==> config.mk <==
export PLATFORM = sky130hd
export DESIGN_NAME = sptx_lanes
export DESIGN_NICKNAME = d
export VERILOG_FILES = /design/src/core/sptx_pkg.sv /design/src/core/sptx_slot_match.sv /design/src/core/sptx_lanes.sv
export VERILOG_INCLUDE_DIRS = /design/src /design/src/core
export SDC_FILE = /design/constraint.sdc
export NUM_CORES = 1
export LEC_CHECK = 0
export BUFFER_PORTS_ARGS = -buffer_cell sky130_fd_sc_hd__buf_4
export CORE_AREA = 4 4 107 109
export DETAILED_ROUTE_END_ITERATION = 7
export DIE_AREA = 0 0 111 113
export MAX_ROUTING_LAYER = met4
export PLACE_DENSITY = 0.65
export SLEW_MARGIN = 20
export SYNTH_ARGS = -nofsm -noshare
export SYNTH_HDL_FRONTEND = slang
export SYNTH_HIERARCHICAL = 1
export SYNTH_SLANG_ARGS = --single-unit
==> constraint.sdc <==
create_clock -name clk -period 2.8 [get_ports clk]
set_clock_uncertainty 0.1 [all_clocks]
set_input_delay 0.14 -clock clk [delete_from_list [all_inputs] [get_ports clk]]
set_output_delay 0.14 -clock clk [all_outputs]
set_load 0.05 [all_outputs]
==> src/core/sptx_defines.svh <==
// constants for the secondary serial port transmit lane block
`ifndef SPTX_DEFINES_SVH
`define SPTX_DEFINES_SVH
`define SPTX_ADDR_LANE6      8'h23
`define SPTX_ADDR_LANE7      8'h24
`define SPTX_ADDR_LANE8      8'h25
`define SPTX_RST_LANE6       8'h05
`define SPTX_RST_LANE7       8'h06
`define SPTX_RST_LANE8       8'h07
`define SPTX_MASK_LANE67     8'h7F
`define SPTX_MASK_LANE8      8'h3F
`define SPTX_SRC_HI          6
`define SPTX_SRC_LO          5
`define SPTX_SLOT_HI         4
`define SPTX_SLOT_LO         0
`define SPTX_SRC_TRI         2'h0
`define SPTX_SRC_A           2'h1
`define SPTX_SRC_B           2'h2
`define SPTX_HALF_SPLIT      5'h10
`define SPTX_WORD_W          32
`define SPTX_HALF_W          16
`endif

==> src/core/sptx_pkg.sv <==
// types for the secondary serial port transmit lane block
`default_nettype none
package sptx_pkg;
  typedef struct packed {
    logic [1:0] source;
    logic [4:0] slot;
  } sptx_lane_cfg_type;
  typedef struct packed {
    logic       tdm_mode;
    logic       right_half;
    logic [4:0] slot;
    logic       slot_start;
  } sptx_frame_type;
  typedef enum logic [2:0] {
    ST_IDLE  = 3'b001,
    ST_LANE6 = 3'b010,
    ST_LANE7 = 3'b100
  } sptx_state_type;
endpackage
`default_nettype wire

==> src/core/sptx_slot_match.sv <==
// slot selector match for one transmit lane
`default_nettype none
`include "sptx_defines.svh"
module sptx_slot_match (
  // configuration
  input  wire logic                       en,
  input  wire sptx_pkg::sptx_lane_cfg_type cfg,
  // frame position
  input  wire sptx_pkg::sptx_frame_type   frame,
  // result
  output logic                            hit
);
  wire logic [4:0] half_slot;
  wire logic       want_right;
  wire logic       match_tdm;
  wire logic       match_half;
  assign half_slot  = cfg.slot - `SPTX_HALF_SPLIT;
  assign want_right = cfg.slot >= `SPTX_HALF_SPLIT;
  assign match_tdm  = frame.slot == cfg.slot;
  assign match_half = (want_right == frame.right_half) &&
                      (frame.slot == (want_right ? half_slot : cfg.slot));
  assign hit = en && (frame.tdm_mode ? match_tdm : match_half);
endmodule
`default_nettype wire

==> src/core/sptx_lanes.sv <==
// transmit lanes six to eight configuration, slot output for lanes six and seven
`default_nettype none
`include "sptx_defines.svh"
// How it works
// - lane six source: off, loopback two, echo two
// - lane six slot resets five, source off
// - slots 0-15: TDM n or left n
// - slots 16-31: TDM n or right n-16
// - lane seven source: off, battery+temp, echo pair
// - lane seven slot resets six, same coding
// - bit seven reads zero, writes ignored
// - lane seven register at 0x24, reset 0x06
// - lane eight register at 0x25, reset 0x07
module sptx_lanes (
  // clock and reset
  input  wire logic                     clk,
  input  wire logic                     nrst,
  input  wire logic                     ce,
  // register port
  input  wire logic [7:0]               reg_addr,
  input  wire logic                     reg_wr,
  input  wire logic [7:0]               reg_wdata,
  output logic [7:0]                    reg_rdata,
  // frame position from serial port clocking
  input  wire sptx_pkg::sptx_frame_type frame,
  // data sources
  input  wire logic [31:0]              loopback_ch2,
  input  wire logic [31:0]              echo_ref_ch2,
  input  wire logic [15:0]              battery_half_word,
  input  wire logic [15:0]              temperature_half_word,
  input  wire logic [15:0]              echo_first_half_word,
  input  wire logic [15:0]              echo_second_half_word,
  // slot word out
  output logic [31:0]                   tx_word,
  output logic                          tx_drive,
  output logic [1:0]                    tx_lane_active
);
  // configuration bytes and their next values
  logic [7:0]                       lane6_q;
  logic [7:0]                       lane7_q;
  logic [7:0]                       lane8_q;
  wire logic [7:0]                  lane6_d;
  wire logic [7:0]                  lane7_d;
  wire logic [7:0]                  lane8_d;
  // slot owner and slot word
  sptx_pkg::sptx_state_type         state_q;
  sptx_pkg::sptx_state_type         state_d;
  logic [31:0]                      word_q;
  logic [31:0]                      word_d;
  logic                             drive_q;
  wire logic                        drive_d;
  // decode
  wire logic                        hit6;
  wire logic                        hit7;
  wire logic                        en6;
  wire logic                        en7;
  wire logic                        sel6;
  wire logic                        sel7;
  wire logic                        sel8;
  wire logic                        wr6;
  wire logic                        wr7;
  wire logic                        wr8;
  wire logic                        own6;
  wire logic                        own7;
  wire sptx_pkg::sptx_lane_cfg_type cfg6;
  wire sptx_pkg::sptx_lane_cfg_type cfg7;
  wire sptx_pkg::sptx_state_type    next_owner;
  wire logic [31:0]                 src6_word;
  wire logic [31:0]                 src7_word;
  wire logic [31:0]                 battery_temp_word;
  wire logic [31:0]                 echo_pair_word;

  function automatic sptx_pkg::sptx_lane_cfg_type unpack_cfg(
    input logic [7:0] r);
    sptx_pkg::sptx_lane_cfg_type c;
    c.source = r[`SPTX_SRC_HI:`SPTX_SRC_LO];
    c.slot   = r[`SPTX_SLOT_HI:`SPTX_SLOT_LO];
    return c;
  endfunction

  function automatic logic src_on(input logic [1:0] s);
    return (s == `SPTX_SRC_A) || (s == `SPTX_SRC_B);
  endfunction

  function automatic logic addr_is(input logic [7:0] ad,
                                   input logic [7:0] target);
    return ad == target;
  endfunction

  function automatic logic [7:0] store_byte(input logic       wr,
                                            input logic [7:0] old,
                                            input logic [7:0] wdata,
                                            input logic [7:0] keep);
    return wr ? (wdata & keep) : old;
  endfunction

  assign cfg6 = unpack_cfg(lane6_q);
  assign cfg7 = unpack_cfg(lane7_q);
  assign en6  = src_on(cfg6.source);
  assign en7  = src_on(cfg7.source);
  assign sel6 = addr_is(reg_addr, `SPTX_ADDR_LANE6);
  assign sel7 = addr_is(reg_addr, `SPTX_ADDR_LANE7);
  assign sel8 = addr_is(reg_addr, `SPTX_ADDR_LANE8);
  assign wr6  = reg_wr && sel6;
  assign wr7  = reg_wr && sel7;
  assign wr8  = reg_wr && sel8;

  // read mux, unmapped reads zero
  assign reg_rdata = sel6 ? lane6_q :
                     sel7 ? lane7_q :
                     sel8 ? lane8_q :
                     8'h00;

  // register next values, reserved bits never stored
  assign lane6_d = store_byte(wr6, lane6_q, reg_wdata,
                              `SPTX_MASK_LANE67);
  assign lane7_d = store_byte(wr7, lane7_q, reg_wdata,
                              `SPTX_MASK_LANE67);
  assign lane8_d = store_byte(wr8, lane8_q, reg_wdata, `SPTX_MASK_LANE8);

  // register file
  always_ff @(posedge clk or negedge nrst)
  begin
    if (!nrst)
      lane6_q <= `SPTX_RST_LANE6;
    else if (ce)
      lane6_q <= lane6_d;
  end

  always_ff @(posedge clk or negedge nrst)
  begin
    if (!nrst)
      lane7_q <= `SPTX_RST_LANE7;
    else if (ce)
      lane7_q <= lane7_d;
  end

  always_ff @(posedge clk or negedge nrst)
  begin
    if (!nrst)
      lane8_q <= `SPTX_RST_LANE8;
    else if (ce)
      lane8_q <= lane8_d;
  end

  sptx_slot_match u_match6 (
    .en    (en6),
    .cfg   (cfg6),
    .frame (frame),
    .hit   (hit6)
  );

  sptx_slot_match u_match7 (
    .en    (en7),
    .cfg   (cfg7),
    .frame (frame),
    .hit   (hit7)
  );

  // source word selection, first half word in the high half
  assign battery_temp_word = {battery_half_word, temperature_half_word};
  assign echo_pair_word    = {echo_first_half_word, echo_second_half_word};
  assign src6_word = (cfg6.source == `SPTX_SRC_A) ? loopback_ch2 :
                     echo_ref_ch2;
  assign src7_word = (cfg7.source == `SPTX_SRC_A) ? battery_temp_word :
                     echo_pair_word;

  // lane six takes a slot over lane seven on collision
  assign next_owner = hit6 ? sptx_pkg::ST_LANE6 :
                      hit7 ? sptx_pkg::ST_LANE7 :
                      sptx_pkg::ST_IDLE;

  // owner and word are taken at slot start, then stand all slot
  always_comb
  begin
    state_d = state_q;
    word_d  = word_q;
    if (frame.slot_start)
    begin
      state_d = next_owner;
      unique case (next_owner)
        sptx_pkg::ST_IDLE:  word_d = 32'h0000_0000;
        sptx_pkg::ST_LANE6: word_d = src6_word;
        sptx_pkg::ST_LANE7: word_d = src7_word;
      endcase
    end
  end

  assign drive_d = state_d != sptx_pkg::ST_IDLE;

  // slot output registers
  always_ff @(posedge clk or negedge nrst)
  begin
    if (!nrst)
      state_q <= sptx_pkg::ST_IDLE;
    else if (ce)
      state_q <= state_d;
  end

  always_ff @(posedge clk or negedge nrst)
  begin
    if (!nrst)
      word_q <= 32'h0000_0000;
    else if (ce)
      word_q <= word_d;
  end

  always_ff @(posedge clk or negedge nrst)
  begin
    if (!nrst)
      drive_q <= 1'b0;
    else if (ce)
      drive_q <= drive_d;
  end

  assign own6           = state_q == sptx_pkg::ST_LANE6;
  assign own7           = state_q == sptx_pkg::ST_LANE7;
  assign tx_word        = word_q;
  assign tx_drive       = drive_q;
  assign tx_lane_active = {own7, own6};
endmodule
`default_nettype wire

---- Word-level counts from Yosys, hierarchy flattened ----
Index checks and enable logic that the tools add are counted.
word-level totals
  input port bits ......................... 156
  flip-flop bits (word level) ............. 56
operators by class
  reductions and logical operators ........ 13
  order comparisons ....................... 2
  eq/ne operators ......................... 19
  add/sub/neg operators ................... 2
  muxes and demuxes ....................... 13
operators with widths
  kind                   count
  $pmux W32 S3           1
  $mux W32               2
  $eq A8 B6 Y1 const B   3
  $eq A5 B5 Y1           4
  $mux W7                2
  $ge A5 B5 Y1 const B   2
  $mux W5                2
  $sub A5 B5 Y5 const B  2
  $mux W3                3
  $reduce_and A2 Y1      4
  $logic_and A1 B1 Y1    7
  $eq A3 B2 Y1 const B   2
  $eq A3 B3 Y1 const B   2
  $mux W6                1
  $eq A2 B1 Y1 const B   2
  $eq A2 B2 Y1 const B   2
  $eq A3 B1 Y1 const B   1
  $ne A3 B1 Y1 const B   1
  $eq A1 B1 Y1           2
  $logic_or A1 B1 Y1     2
  $mux W1                2

---- Longest topological paths before layout ----
Gate-level depths: netlist (run 1).
  depth in word-level cells ............... 10
  mapped depth ............................ 11

---- By module ----
The synthesis (run 1) kept the hierarchy.
by module, submodules not included
  module           instances  area an instance (um^2)  sequential area each (um^2)  cells an instance
  sptx_lanes       1          3412.0                   1411.4                       319
  sptx_slot_match  2          93.8                     0.0                          13

---- Worst setup path before layout (run 1) ----
OpenSTA, ideal clock, no wires.
  path kind ............................... register to register
  from .................................... reg lane6_q[0]
  to ...................................... reg word_q[10] (netlist: tx_word[10])
  cell stages (with the launch flop) ...... 10
  period minus slack after synthesis ...... 2.086 ns
  path slack .............................. 0.714 ns
  data required time ...................... 2.574 ns
  data arrival time ....................... 1.860 ns
  cells stage by stage .................... dfstp_2 -> xnor2_1 -> nand3_1 -> a211oi_2 -> clkbuf_1 -> nor2b_1 -> clkbuf_1 -> clkbuf_1 -> a221oi_1 -> nor2_1
between the ends
  longest elaborated chain between the ends .. 9
  elaborated cells on any way between the ends .. 14
RTL lines
  item                                                            RTL line               text
  from (decl)                                                     sptx_lanes.sv:39       logic [7:0] lane6_q;
  from (signal assigned)                                          sptx_lanes.sv:125      lane6_q <= `SPTX_RST_LANE6;
  from (signal assigned)                                          sptx_lanes.sv:127      lane6_q <= lane6_d;
  $sub A5 B5 Y5 (no source line) or $ge A5 B5 Y1 (tied branches)  -
  $mux W5                                                         sptx_slot_match.sv:21  (frame.slot == (want_right ? half_slot : cfg.slot));
  $eq A5 B5 Y1                                                    sptx_slot_match.sv:21
  $logic_and A1 B1 Y1                                             sptx_slot_match.sv:20  assign match_half = (want_right == frame.right_half) &&
  $mux W1 *                                                       sptx_slot_match.sv:22  assign hit = en && (frame.tdm_mode ? match_tdm : match_half);
  $logic_and A1 B1 Y1 *                                           sptx_slot_match.sv:22
  net hit6                                                        sptx_lanes.sv:53       wire logic hit6;
  $mux W3 *                                                       sptx_lanes.sv:169      assign next_owner = hit6 ? sptx_pkg::ST_LANE6 :
  $eq A3 B3 Y1, or another cell as far along                      sptx_lanes.sv:181      unique case (next_owner)
  $pmux W32 S3 *                                                  sptx_lanes.sv:181
  to (signal assigned)                                            sptx_lanes.sv:205      word_q <= word_d;
  to (decl)                                                       sptx_lanes.sv:48       logic [31:0] word_q;
Mark *: on every way through the listed nets, which the timed path passes. The rest lies on a longest branch.
A chain may end at the register's enable or synchronous reset.

---- Worst setup path after layout (run 1) ----
  from .................................... reg lane7_q[6]
  to ...................................... reg word_q[14] (netlist: tx_word[14])
between the ends
  longest elaborated chain between the ends .. 7
  elaborated cells on any way between the ends .. 11
RTL lines
  item                                                           RTL line               text
  from (decl)                                                    sptx_lanes.sv:40       logic [7:0] lane7_q;
  from (signal assigned)                                         sptx_lanes.sv:133      lane7_q <= `SPTX_RST_LANE7;
  from (signal assigned)                                         sptx_lanes.sv:135      lane7_q <= lane7_d;
  $eq A2 B1 Y1 (no source line) or $eq A2 B2 Y1 (tied branches)  -
  $logic_or A1 B1 Y1                                             sptx_lanes.sv:82       return (s == `SPTX_SRC_A) || (s == `SPTX_SRC_B);
  $logic_and A1 B1 Y1                                            sptx_slot_match.sv:22
  $mux W3                                                        sptx_lanes.sv:170      hit7 ? sptx_pkg::ST_LANE7 :
  $mux W3                                                        sptx_lanes.sv:169
  $eq A3 B3 Y1, or another cell as far along                     sptx_lanes.sv:181
  $pmux W32 S3 *                                                 sptx_lanes.sv:181
Mark *: on every way between the ends. The rest lies on a longest branch, timed or not.

==> out/metrics.yaml, run 1 <==
vdd.ir_drop.worst_v: 0.0001792
timing.setup.critical_path_class: "reg2reg"
fin_crit_sh: 0.7634
via_count: 3291
global_route_wire_length_before_repair_um: 17490
diodes: 0
dieHeight_um: 113
cts_sinks: 56
most-common-layout-cells: "204 x sky130_fd_sc_hd__buf_4, 84 x sky130_fd_sc_hd__mux2_2, 73 x sky130_fd_sc_hd__nor2_1, 48 x sky130_fd_sc_hd__dfrtp_1, 32 x sky130_fd_sc_hd__a221oi_1"
chipWidth_um: 111
postSynthAreaPerCell_sq_um: 10.43
status: "complete, no violations"
most_common_cell_after_layout_fill_and_taps_aside: "sky130_fd_sc_hd__buf_4"
detail_route.first_pass.iterations: 4
tritoncts: "built"
synth-seq-area-share: 0.3921
max_clock_buf_depth: 2
worst-r2r-setup-slack_ns: 0.66
clock_root_buffer_master: "sky130_fd_sc_hd__clkbuf_8"
postLayoutCoreUtil: 0.5124
postCtsSetupBuffers: 0
cellLeakagePower_nw: 2.529
finalSetupTns_ns: 0
insertion_delay_ns: 0.31
critPathCaptureType: "flop"
synth_nets: 503
route.antenna.remaining_nets: 0
port_buffers: 196
dieArea_sq_mm: 0.01254
clock.fmax_ghz: 0.4678
finalCriticalPeriod_ns: 2.138
timing.hold.worst.start: "ce"
floorplan.initialDensity: 0.3395
finish.net_count: 693
final_max_slew_viol_count: 0
clock_tree.htree_level_count: 2
drive_gt1_frac: 0.5951
via_per_inst: 4.868
data_arrival_time_of_the_critical_path_ns: 2.22
ys_ff_latch: 56
core_sq_mm: 0.01060
wire_per_inst_um: 16.05
hold_viol_final: 0
critPathLaunch: "lane7_q[6]"
cp_max_fo: 19
fin_ws_ns: 0.6624
gr-usage-all-layers: 0.1732
initialDrtViolationCount: 89
timing.final.setup_violations: 0
max-slew-margin-rel: 0.5250
syn-instance-count: 345
gr-total-overflow: 0
grt_start_max_net_pins: 57
power.total_mw: 2.191
preCtsSetupSlack_ns: 0.6632
post-route-drc-count: 0
worst_ep_required_time_ns: 2.88
mappedNetlistArea_sq_mm: 0.003600
power-per-cell-area_mw_per_mm2: 403.3
max-cap-violations: 0
crit_path_start_kind: "flop"
grt_setup_unrepaired: "no"
synth-warning-count: 6
r2r-start: "lane7_q[6]"
synthToLayoutAreaGrowth_pct: 50.92
synth.lib_cells_used.distinct: 33
routed_wirelength_um: 10850
max_slew.worst_pin.slew_ns: 0.7124
antenna_found_initial: 0
tritoncts_buffers: 5
clk_pin_slew_worst_paths_ns: 0.10
placementRows: 38
cts.hold.buffers_added: 8
min-delay-path-class: "in2reg"
placed_cells_incl_taps: 660
gp_routability_congestion: 0.7954
first_global_vias: 3485
hpwl_um: 8379
postCtsResizedCells: 0
n_fill_cell: 1026
io_pins: 199
stdcell_count: 676
[layout make-up]
type | count | area, sq um | share of cell area
multi-input cells | 252 | 2046 | 0.3766
repair buffers | 214 | 1652 | 0.3040
flip-flops and latches | 56 | 1411 | 0.2598
well taps | 140 | 175.2 | 0.03224
clock buffers | 7 | 96.34 | 0.01773
clock inverters | 1 | 30.03 | 0.005527
inverters | 6 | 22.52 | 0.004146
[synth_stat cells, drive strengths merged]
cell,n,area share
mux2,92,0.29
nor2,73,0.076
dfrtp,48,0.33
a221oi,32,0.078
clkbuf,20,0.021
buf,11,0.017
nand2,9,0.0094
dfstp,8,0.058
xnor2,8,0.019
a32oi,6,0.015
inv,6,0.0063
nor3b,5,0.013
and2,4,0.0076
o21ai,4,0.0056
nand3,3,0.0042
nor4b,3,0.016
a211oi,2,0.0070
a21oi,2,0.0028
ha,2,0.0070
and4,1,0.0024
and4b,1,0.0028
conb,1,0.0010
nand3b,1,0.0021
nand4,1,0.0035
nor2b,1,0.0017
or3b,1,0.0024
[sequential cells by signal (all words and copies together) (netlist names)]
name,flops
lane6_q,7
lane7_q,7
lane8_q,6
state_q,3
tx_drive,1
tx_word,32
[through the flow]
step	instance area, sq um	hold WS (ns)
final	5433	0.02415
after floorplan	3600	-0.2556
after detailed placement	5226	0.1463
after CTS	5433	0.008694
after global placement	5226	0.1352
after global routing	5433	0.01076
[where the power goes]
group / switching (mW) / leakage, nW / internal (mW)
sequential: 0.0358 / 0.690 / 0.873
combinational: 0.381 / 1.77 / 0.327
clock: 0.258 / 0.0645 / 0.316
[per-layer routing]
metal / vias up / share of wire / GRT usage
met5: - / 0 / -
met4: 0 / 0.0059 / 0.02956
met3: 4 / 0.058 / 0.02888
met2: 119 / 0.52 / 0.3087
met1: 1543 / 0.41 / 0.2101
li1: 1625 / - / -
[logic make-up (layout without fill, tap and decap cells)]
kind of cell,after synthesis,in the layout,synth area share
and+or+nand+nor,103,103,0.1411
muxes,92,92,0.2878
DFF,56,56,0.3921
AOI/OAI and AO/OA,46,46,0.1078
buffers and inverters,37,228,0.04379
xor gates and xnor gates,8,8,0.01947
adders and majority gates,2,2,0.006951
other,1,1,0.001042
[critical path, stage by stage (launching register included)]
cell and delay [ns]:
sky130_fd_sc_hd__dfrtp_1 0.41, sky130_fd_sc_hd__inv_1 0.06, sky130_fd_sc_hd__ha_2 0.45, sky130_fd_sc_hd__buf_12 0.23
sky130_fd_sc_hd__mux2_2 0.35, sky130_fd_sc_hd__a221oi_1 0.33, sky130_fd_sc_hd__nor2_1 0.08
[path summary, 6_finish.rpt]
check | endpoint | cells past startpoint
max | tx_word[14] | 6
max reg2reg | tx_word[14] | 6
min reg2reg | tx_word[31] | 2
min | tx_drive | 2
max in group asynchronous | tx_word[8] | 2
min in group asynchronous | tx_word[0] | 2
Note: power is estimated with default switching activity, not from simulation.
==> run 2: changes to the inputs <==
PLACE_DENSITY = 0.68   (was 0.65)
clock period = 1.95 ns   (was 2.8 ns; I/O delays follow)
==> out/metrics.yaml, run 2 (same netlist as run 1, synthesis figures left out) <==
power-per-cell-area_mw_per_mm2: 525.5  # +30%
placementRows: 38  # unchanged
max-slew-margin-rel: 0.5166  # -0.008405
floorplan.initialDensity: 0.3395  # unchanged
preCtsSetupSlack_ns: -0.05303  # -0.7163 ns
critical_path_buf_inv_count: 1  # -1
finish.net_count: 703  # +1.4%
groute.layer.met2.usage: 0.3099  # +0.001214
dieArea_sq_mm: 0.01254  # unchanged
data_arrival_time_of_the_critical_path_ns: 2.09  # -0.13 ns
critPathCaptureType: "flop"
timing.final.setup_violations: 20  # +20
max_clock_buf_depth: 2  # unchanged
first_global_vias: 3568  # +2.4%
gr-total-overflow: 0  # unchanged
dieHeight_um: 113  # unchanged
min-delay-path-class: "in2reg"
grt_setup_unrepaired: "yes"
wire_per_inst_um: 16.23  # +1.1%
globalRouteMet1Util: 0.2004  # -0.009648
core_sq_mm: 0.01060  # unchanged
tritoncts_buffers: 5  # unchanged
place_area_sq_mm: 0.005376  # +2.9%
hold_ws_ns: 0.06589  # +0.04173 ns
status: "complete, but fails checks"
post-route-drc-count: 0  # unchanged
most-common-layout-cells: "208 x sky130_fd_sc_hd__buf_4, 84 x sky130_fd_sc_hd__mux2_2, 73 x sky130_fd_sc_hd__nor2_1, 48 x sky130_fd_sc_hd__dfrtp_1, 30 x sky130_fd_sc_hd__a221oi_2"
fin_crit_sh: 1.028  # +0.2641
timing.setup.critical_path_class: "reg2reg"
detail_route.first_pass.iterations: 4  # unchanged
design_area_sq_mm: 0.005753  # +5.9%
insertion_delay_ns: 0.30  # about the same
cellInternalPower_mw: 2.034  # +34%
most_common_cell_after_layout_fill_and_taps_aside: "sky130_fd_sc_hd__buf_4"
vdd.ir_drop.worst_v: 0.0002886  # +61%
sequentialPowerShare: 0.431  # +0.016
use_met3: 0.03476  # +0.005882
max_slew.worst_pin.slew_ns: 0.7250  # +0.01261 ns
cts_sinks: 56  # unchanged
clock_tree.htree_level_count: 2  # unchanged
cellLeakagePower_nw: 2.714  # +7.3%
hold_viol_final: 0  # unchanged
route.antenna.remaining_nets: 0  # unchanged
finalCriticalPeriod_ns: 2.004  # -0.1339 ns
failing_checks: "setup timing"
via_per_inst: 4.943  # +1.5%
critPathTopFamily: "compound AO/OA/AOI/OAI gates"
port_buffers: 196  # unchanged
gr-usage-all-layers: 0.1746  # +0.001425
drive_gt1_frac: 0.6630  # +0.06785
final_max_slew_viol_count: 0  # unchanged
cp_max_fo: 16  # -3
hpwl_um: 8654  # +3.3%
sw_frac_of_total: 0.3274  # +0.01925
global_route_wire_length_before_repair_um: 17710  # +1.3%
max_stage_delay_ns: 0.55  # +0.10 ns
io_pins: 199  # unchanged
chipWidth_um: 111  # unchanged
critical_path.cell_chain: "xnor2_1 -> nand3_2 -> a211oi_4 -> nor2b_4 -> buf_12 -> a221oi_1 -> nor2_1"
clk_pin_slew_worst_paths_ns: 0.10  # about the same
fin_ws_ns: -0.05373  # -0.7161 ns
worst_ep_required_time_ns: 2.03  # -0.85 ns
p_sw_mw: 0.9898  # +47%
antenna_found_initial: 0  # unchanged
clock.fmax_ghz: 0.4991  # +6.7%
routed_wirelength_um: 11130  # +2.6%
global_route.peak_usage_layer: "met2"
synthToLayoutAreaGrowth_pct: 59.82
finalSetupTns_ns: -0.3222  # -0.3222 ns
initialDrtViolationCount: 70  # -21%
clock_root_buffer_master: "sky130_fd_sc_hd__clkbuf_8"
max-cap-violations: 0  # unchanged
via_count: 3391  # +3.0%
cpMaxStageDelayCell: "sky130_fd_sc_hd__dfstp_2"
clock_power_share: 0.215  # -0.047
largest_register_ffs: 32  # unchanged
gp_routability_congestion: 0.8849  # +11%
grt_start_max_net_pins: 57  # unchanged
combPwrFrac: 0.354  # +0.031
tritoncts: "built"
crit_path_start_kind: "flop"
diodes: 0  # unchanged
[run 2: changes by cell type in the layout (fill, tap and decap cells not counted), sizes merged]
cell	before	now
buf	206	215
dlygate4sd3	8	9
bufinv	1	0
clkbuf	7	8
[run 2: path summary, 6_finish.rpt]
check	startpoint	endpoint	slack, ns	cells after the start
setup / recovery	lane6_q[2]	tx_word[19]	-0.05	7
hold / removal	echo_ref_ch2[9]	tx_word[9]	0.07	4
setup reg to reg	lane6_q[2]	tx_word[19]	-0.05	7
hold reg to reg	lane8_q[3]	lane8_q[3]	0.41	1
max in group asynchronous	nrst	lane8_q[3]	0.98	2
min in group asynchronous	nrst	tx_word[16]	0.30	2
[run 2: area by class of cell]
class	count	area, sq um
well taps	140	175.2
inverters	6	22.52
clock buffers	8	90.09
repair buffers	224	1778
flip-flops and latches	56	1411
multi-input cells	252	2276
fillers	944	4850
[run 2: timing repair]
item / CTS / global route
gates resized for setup: 9 / 22
pin swaps: 1 / 3
hold buffers: 9 / 0
hold endpoints to repair: 69 / 0
setup endpoints to repair: 28 / 34
setup buffers: 2 / 1
[run 2: tightest hold or removal path: cells and delay by family]
kind / cells / cell delay (ns)
simple gates: 1 / 0.08
compound gates: 1 / 0.05
mux: 1 / 0.14
buf+inv: 1 / 0.07
[run 2: power by group through the flow]
stage	clock, mW	combinational (mW)	sequential (mW)
after floorplan	0	0.276	1.60
after global placement	0	1.02	1.32
after detailed placement	0	1.03	1.33
after CTS	0.696	1.06	1.30
after global routing	0.728	1.14	1.32
final	0.649	1.07	1.30
[run 2: routing by layer]
metal  wire length (um)  up-vias  part of all wire
met1               4449     1601              0.40
met5                  0        -                 0
li1                   -     1650                 -
met2               5806      124              0.52
met3                638       16             0.057
met4                238        0             0.021
[run 2: through the flow]
step | power [mW] | util | cells
after floorplan | 1.875 | - | 345
after global placement | 2.344 | 0.5071 | 666
after detailed placement | 2.361 | 0.5071 | 666
after CTS | 3.060 | 0.5304 | 685
after global routing | 3.184 | 0.5426 | 686
final | 3.023 | 0.5426 | 686
==> run 3: changes to the inputs <==
CORE_AREA = 4 4 99 101   (was 4 4 107 109)
DIE_AREA = 0 0 103 105   (was 0 0 111 113)
GPL_TIMING_DRIVEN = 0   (was default)
PLACE_DENSITY = 0.78   (was 0.68)
SETUP_SLACK_MARGIN = 0.1   (was default)
==> out/metrics.yaml, run 3 (same netlist as run 1, synthesis figures left out) <==
initialDrtViolationCount: 93  # +33%
global_route_wire_length_before_repair_um: 16770  # -5.3%
insertion_delay_ns: 0.31  # about the same
most_common_cell_after_layout_fill_and_taps_aside: "sky130_fd_sc_hd__buf_4"
io_pins: 199  # unchanged
failing_checks: "setup timing"
critical_path.cell_chain: "xnor2_2 -> nand3_2 -> a211oi_2 -> clkbuf_8 -> nor2b_4 -> buf_8 -> clkbuf_16 -> a221oi_4 -> nor2_1"
grt_setup_unrepaired: "yes"
routed_wirelength_um: 11630  # +4.4%
power-per-cell-area_mw_per_mm2: 514.5  # -2.1%
clock_tree.htree_level_count: 2  # unchanged
first_global_vias: 3475  # -2.6%
wire_per_inst_um: 17.05  # +5.1%
post-route-drc-count: 0  # unchanged
cpMaxStageDelayCell: "sky130_fd_sc_hd__dfstp_2"
cellInternalPower_mw: 2.033  # about the same
min-delay-path-class: "in2reg"
tritoncts_buffers: 5  # unchanged
cts_sinks: 56  # unchanged
dieArea_sq_mm: 0.01082  # -14%
finalCriticalPeriod_ns: 2.116  # +0.1124 ns
crit_path_start_kind: "flop"
grt_start_max_net_pins: 57  # unchanged
max_stage_delay_ns: 0.58  # +0.03 ns
critPathTopFamily: "flip-flops"
synthToLayoutAreaGrowth_pct: 64.51
data_arrival_time_of_the_critical_path_ns: 2.22  # +0.13 ns
worst_ep_required_time_ns: 2.05  # +0.02 ns
max-slew-margin-rel: 0.5038  # -0.01279
gr-usage-all-layers: 0.2001  # +0.02549
clk_pin_slew_worst_paths_ns: 0.10  # about the same
placementRows: 35  # -7.9%
detail_route.first_pass.iterations: 4  # unchanged
port_buffers: 195  # -0.51%
timing.setup.critical_path_class: "reg2reg"
route.antenna.remaining_nets: 0  # unchanged
core_sq_mm: 0.009021  # -15%
hold_viol_final: 0  # unchanged
n_fill_cell: 754  # -20%
dieHeight_um: 105  # -7.1%
combPwrFrac: 0.353  # about the same
critical_path_buf_inv_count: 3  # +2
chipWidth_um: 103  # -7.2%
max_slew.worst_pin.slew_ns: 0.7442  # +0.01918 ns
cellLeakagePower_nw: 2.832  # +4.3%
gp_routability_congestion: 0.7790  # -12%
clock_power_share: 0.219  # +0.004
timing.final.setup_violations: 35  # +75%
sequentialPowerShare: 0.428  # -0.003
vdd.ir_drop.worst_v: 0.0002910  # +0.84%
largest_register_ffs: 32  # unchanged
most-common-layout-cells: "211 x sky130_fd_sc_hd__buf_4, 83 x sky130_fd_sc_hd__mux2_2, 72 x sky130_fd_sc_hd__nor2_1, 48 x sky130_fd_sc_hd__dfrtp_1, 29 x sky130_fd_sc_hd__a221oi_2"
via_count: 3490  # +2.9%
sw_frac_of_total: 0.3328  # +0.005449
critPathCaptureType: "flop"
fin_ws_ns: -0.1661  # -0.1124 ns
clock_root_buffer_master: "sky130_fd_sc_hd__clkbuf_8"
via_per_inst: 5.117  # +3.5%
status: "complete, but fails checks"
hpwl_um: 8866  # +2.5%
cp_max_fo: 8  # -8
antenna_found_initial: 0  # unchanged
drive_gt1_frac: 0.6620  # -0.001007
p_sw_mw: 1.014  # +2.5%
finish.net_count: 728  # +3.6%
gr-total-overflow: 0  # unchanged
floorplan.initialDensity: 0.3990  # +0.05952
final_max_slew_viol_count: 0  # unchanged
finalSetupTns_ns: -4.038  # -3.715 ns
max_clock_buf_depth: 2  # unchanged
fin_crit_sh: 1.085  # +0.05762
diodes: 0  # unchanged
tritoncts: "built"
power.total_mw: 3.047  # +0.78%
max-cap-violations: 0  # unchanged
clock.fmax_ghz: 0.4726  # -5.3%
-- run 3: cell types whose count changed in the layout (fill, tap and decap cells not counted), sizes merged --
cell      previous run  this run
buf                215       222
clkbuf               8        25
clkinvlp             0         1
-- run 3: through the flow --
step / setup slack (ns) / area [sq um] / hold slack [ns] / cells / util
after floorplan: -0.005989 / 3817 / -0.2981 / 345 / -
after global placement: -0.3375 / 5420 / 0.1038 / 651 / 0.6008
after detailed placement: -0.3639 / 5420 / 0.1078 / 651 / 0.6008
after CTS: -0.1643 / 5728 / 0.05274 / 673 / 0.6350
after global routing: -0.2701 / 5922 / 0.05370 / 682 / 0.6564
final: -0.1661 / 5922 / 0.05478 / 682 / 0.6564
-- run 3: power groups by stage --
stage / combinational, mW / sequential [mW] / clock, mW
final: 1.07 / 1.30 / 0.668
after global routing: 1.14 / 1.32 / 0.738
after CTS: 1.07 / 1.30 / 0.697
after detailed placement: 1.05 / 1.33 / 0
after global placement: 1.03 / 1.32 / 0
after floorplan: 0.295 / 1.60 / 0
-- run 3: layout make-up --
cell class	count	area [sq um]	area share
tap	111	138.9	0.02345
clock buffer	7	86.33	0.01458
multi-input combinational	252	2287	0.3862
timing repair buffer	218	1705	0.2880
clock inverter	1	7.507	0.001268
buffer	31	262.8	0.04437
sequential	56	1411	0.2383
inverter	6	22.52	0.003803
-- run 3: worst register-to-register path: cells and delay by family (launching register included) --
kind / cells / cell delay, ns
flip-flops: 1 / 0.58
buffers and inverters: 3 / 0.48
AO/OA/AOI/OAI: 2 / 0.51
XOR/XNOR: 1 / 0.12
AND/OR/NAND/NOR: 3 / 0.21
-- run 3: path summary, 6_finish.rpt --
path,from,to,slack (ns),cells after the start
max in group asynchronous,nrst,lane7_q[5],0.97,2
worst max register to register,lane6_q[2],tx_word[20],-0.17,9
worst min register to register,lane8_q[3],lane8_q[3],0.41,1
worst min-delay path,echo_first_half_word[1],tx_word[17],0.05,4
worst max-delay path,lane6_q[2],tx_word[20],-0.17,9
min in group asynchronous,nrst,tx_word[21],0.29,2
-- run 3: per-layer routing --
layer	global-route usage	up-vias	wire [um]
met1	0.2331	1659	4609
met2	0.3625	122	6146
met4	0.03793	0	150
li1	-	1698	-
met3	0.02804	11	719
met5	-	-	0
-- run 3: what timing repair did --
| action | CTS | global route |
|---|---|---|
| buffers inserted | 4 | 7 |
| gates cloned | 1 | 2 |
| hold buffers | 9 | 0 |
| hold endpoints to repair | 69 | 0 |
| resized for setup | 23 | 26 |
| pin swaps | 2 | 9 |
| endpoints found under the setup margin | 34 | 38 |
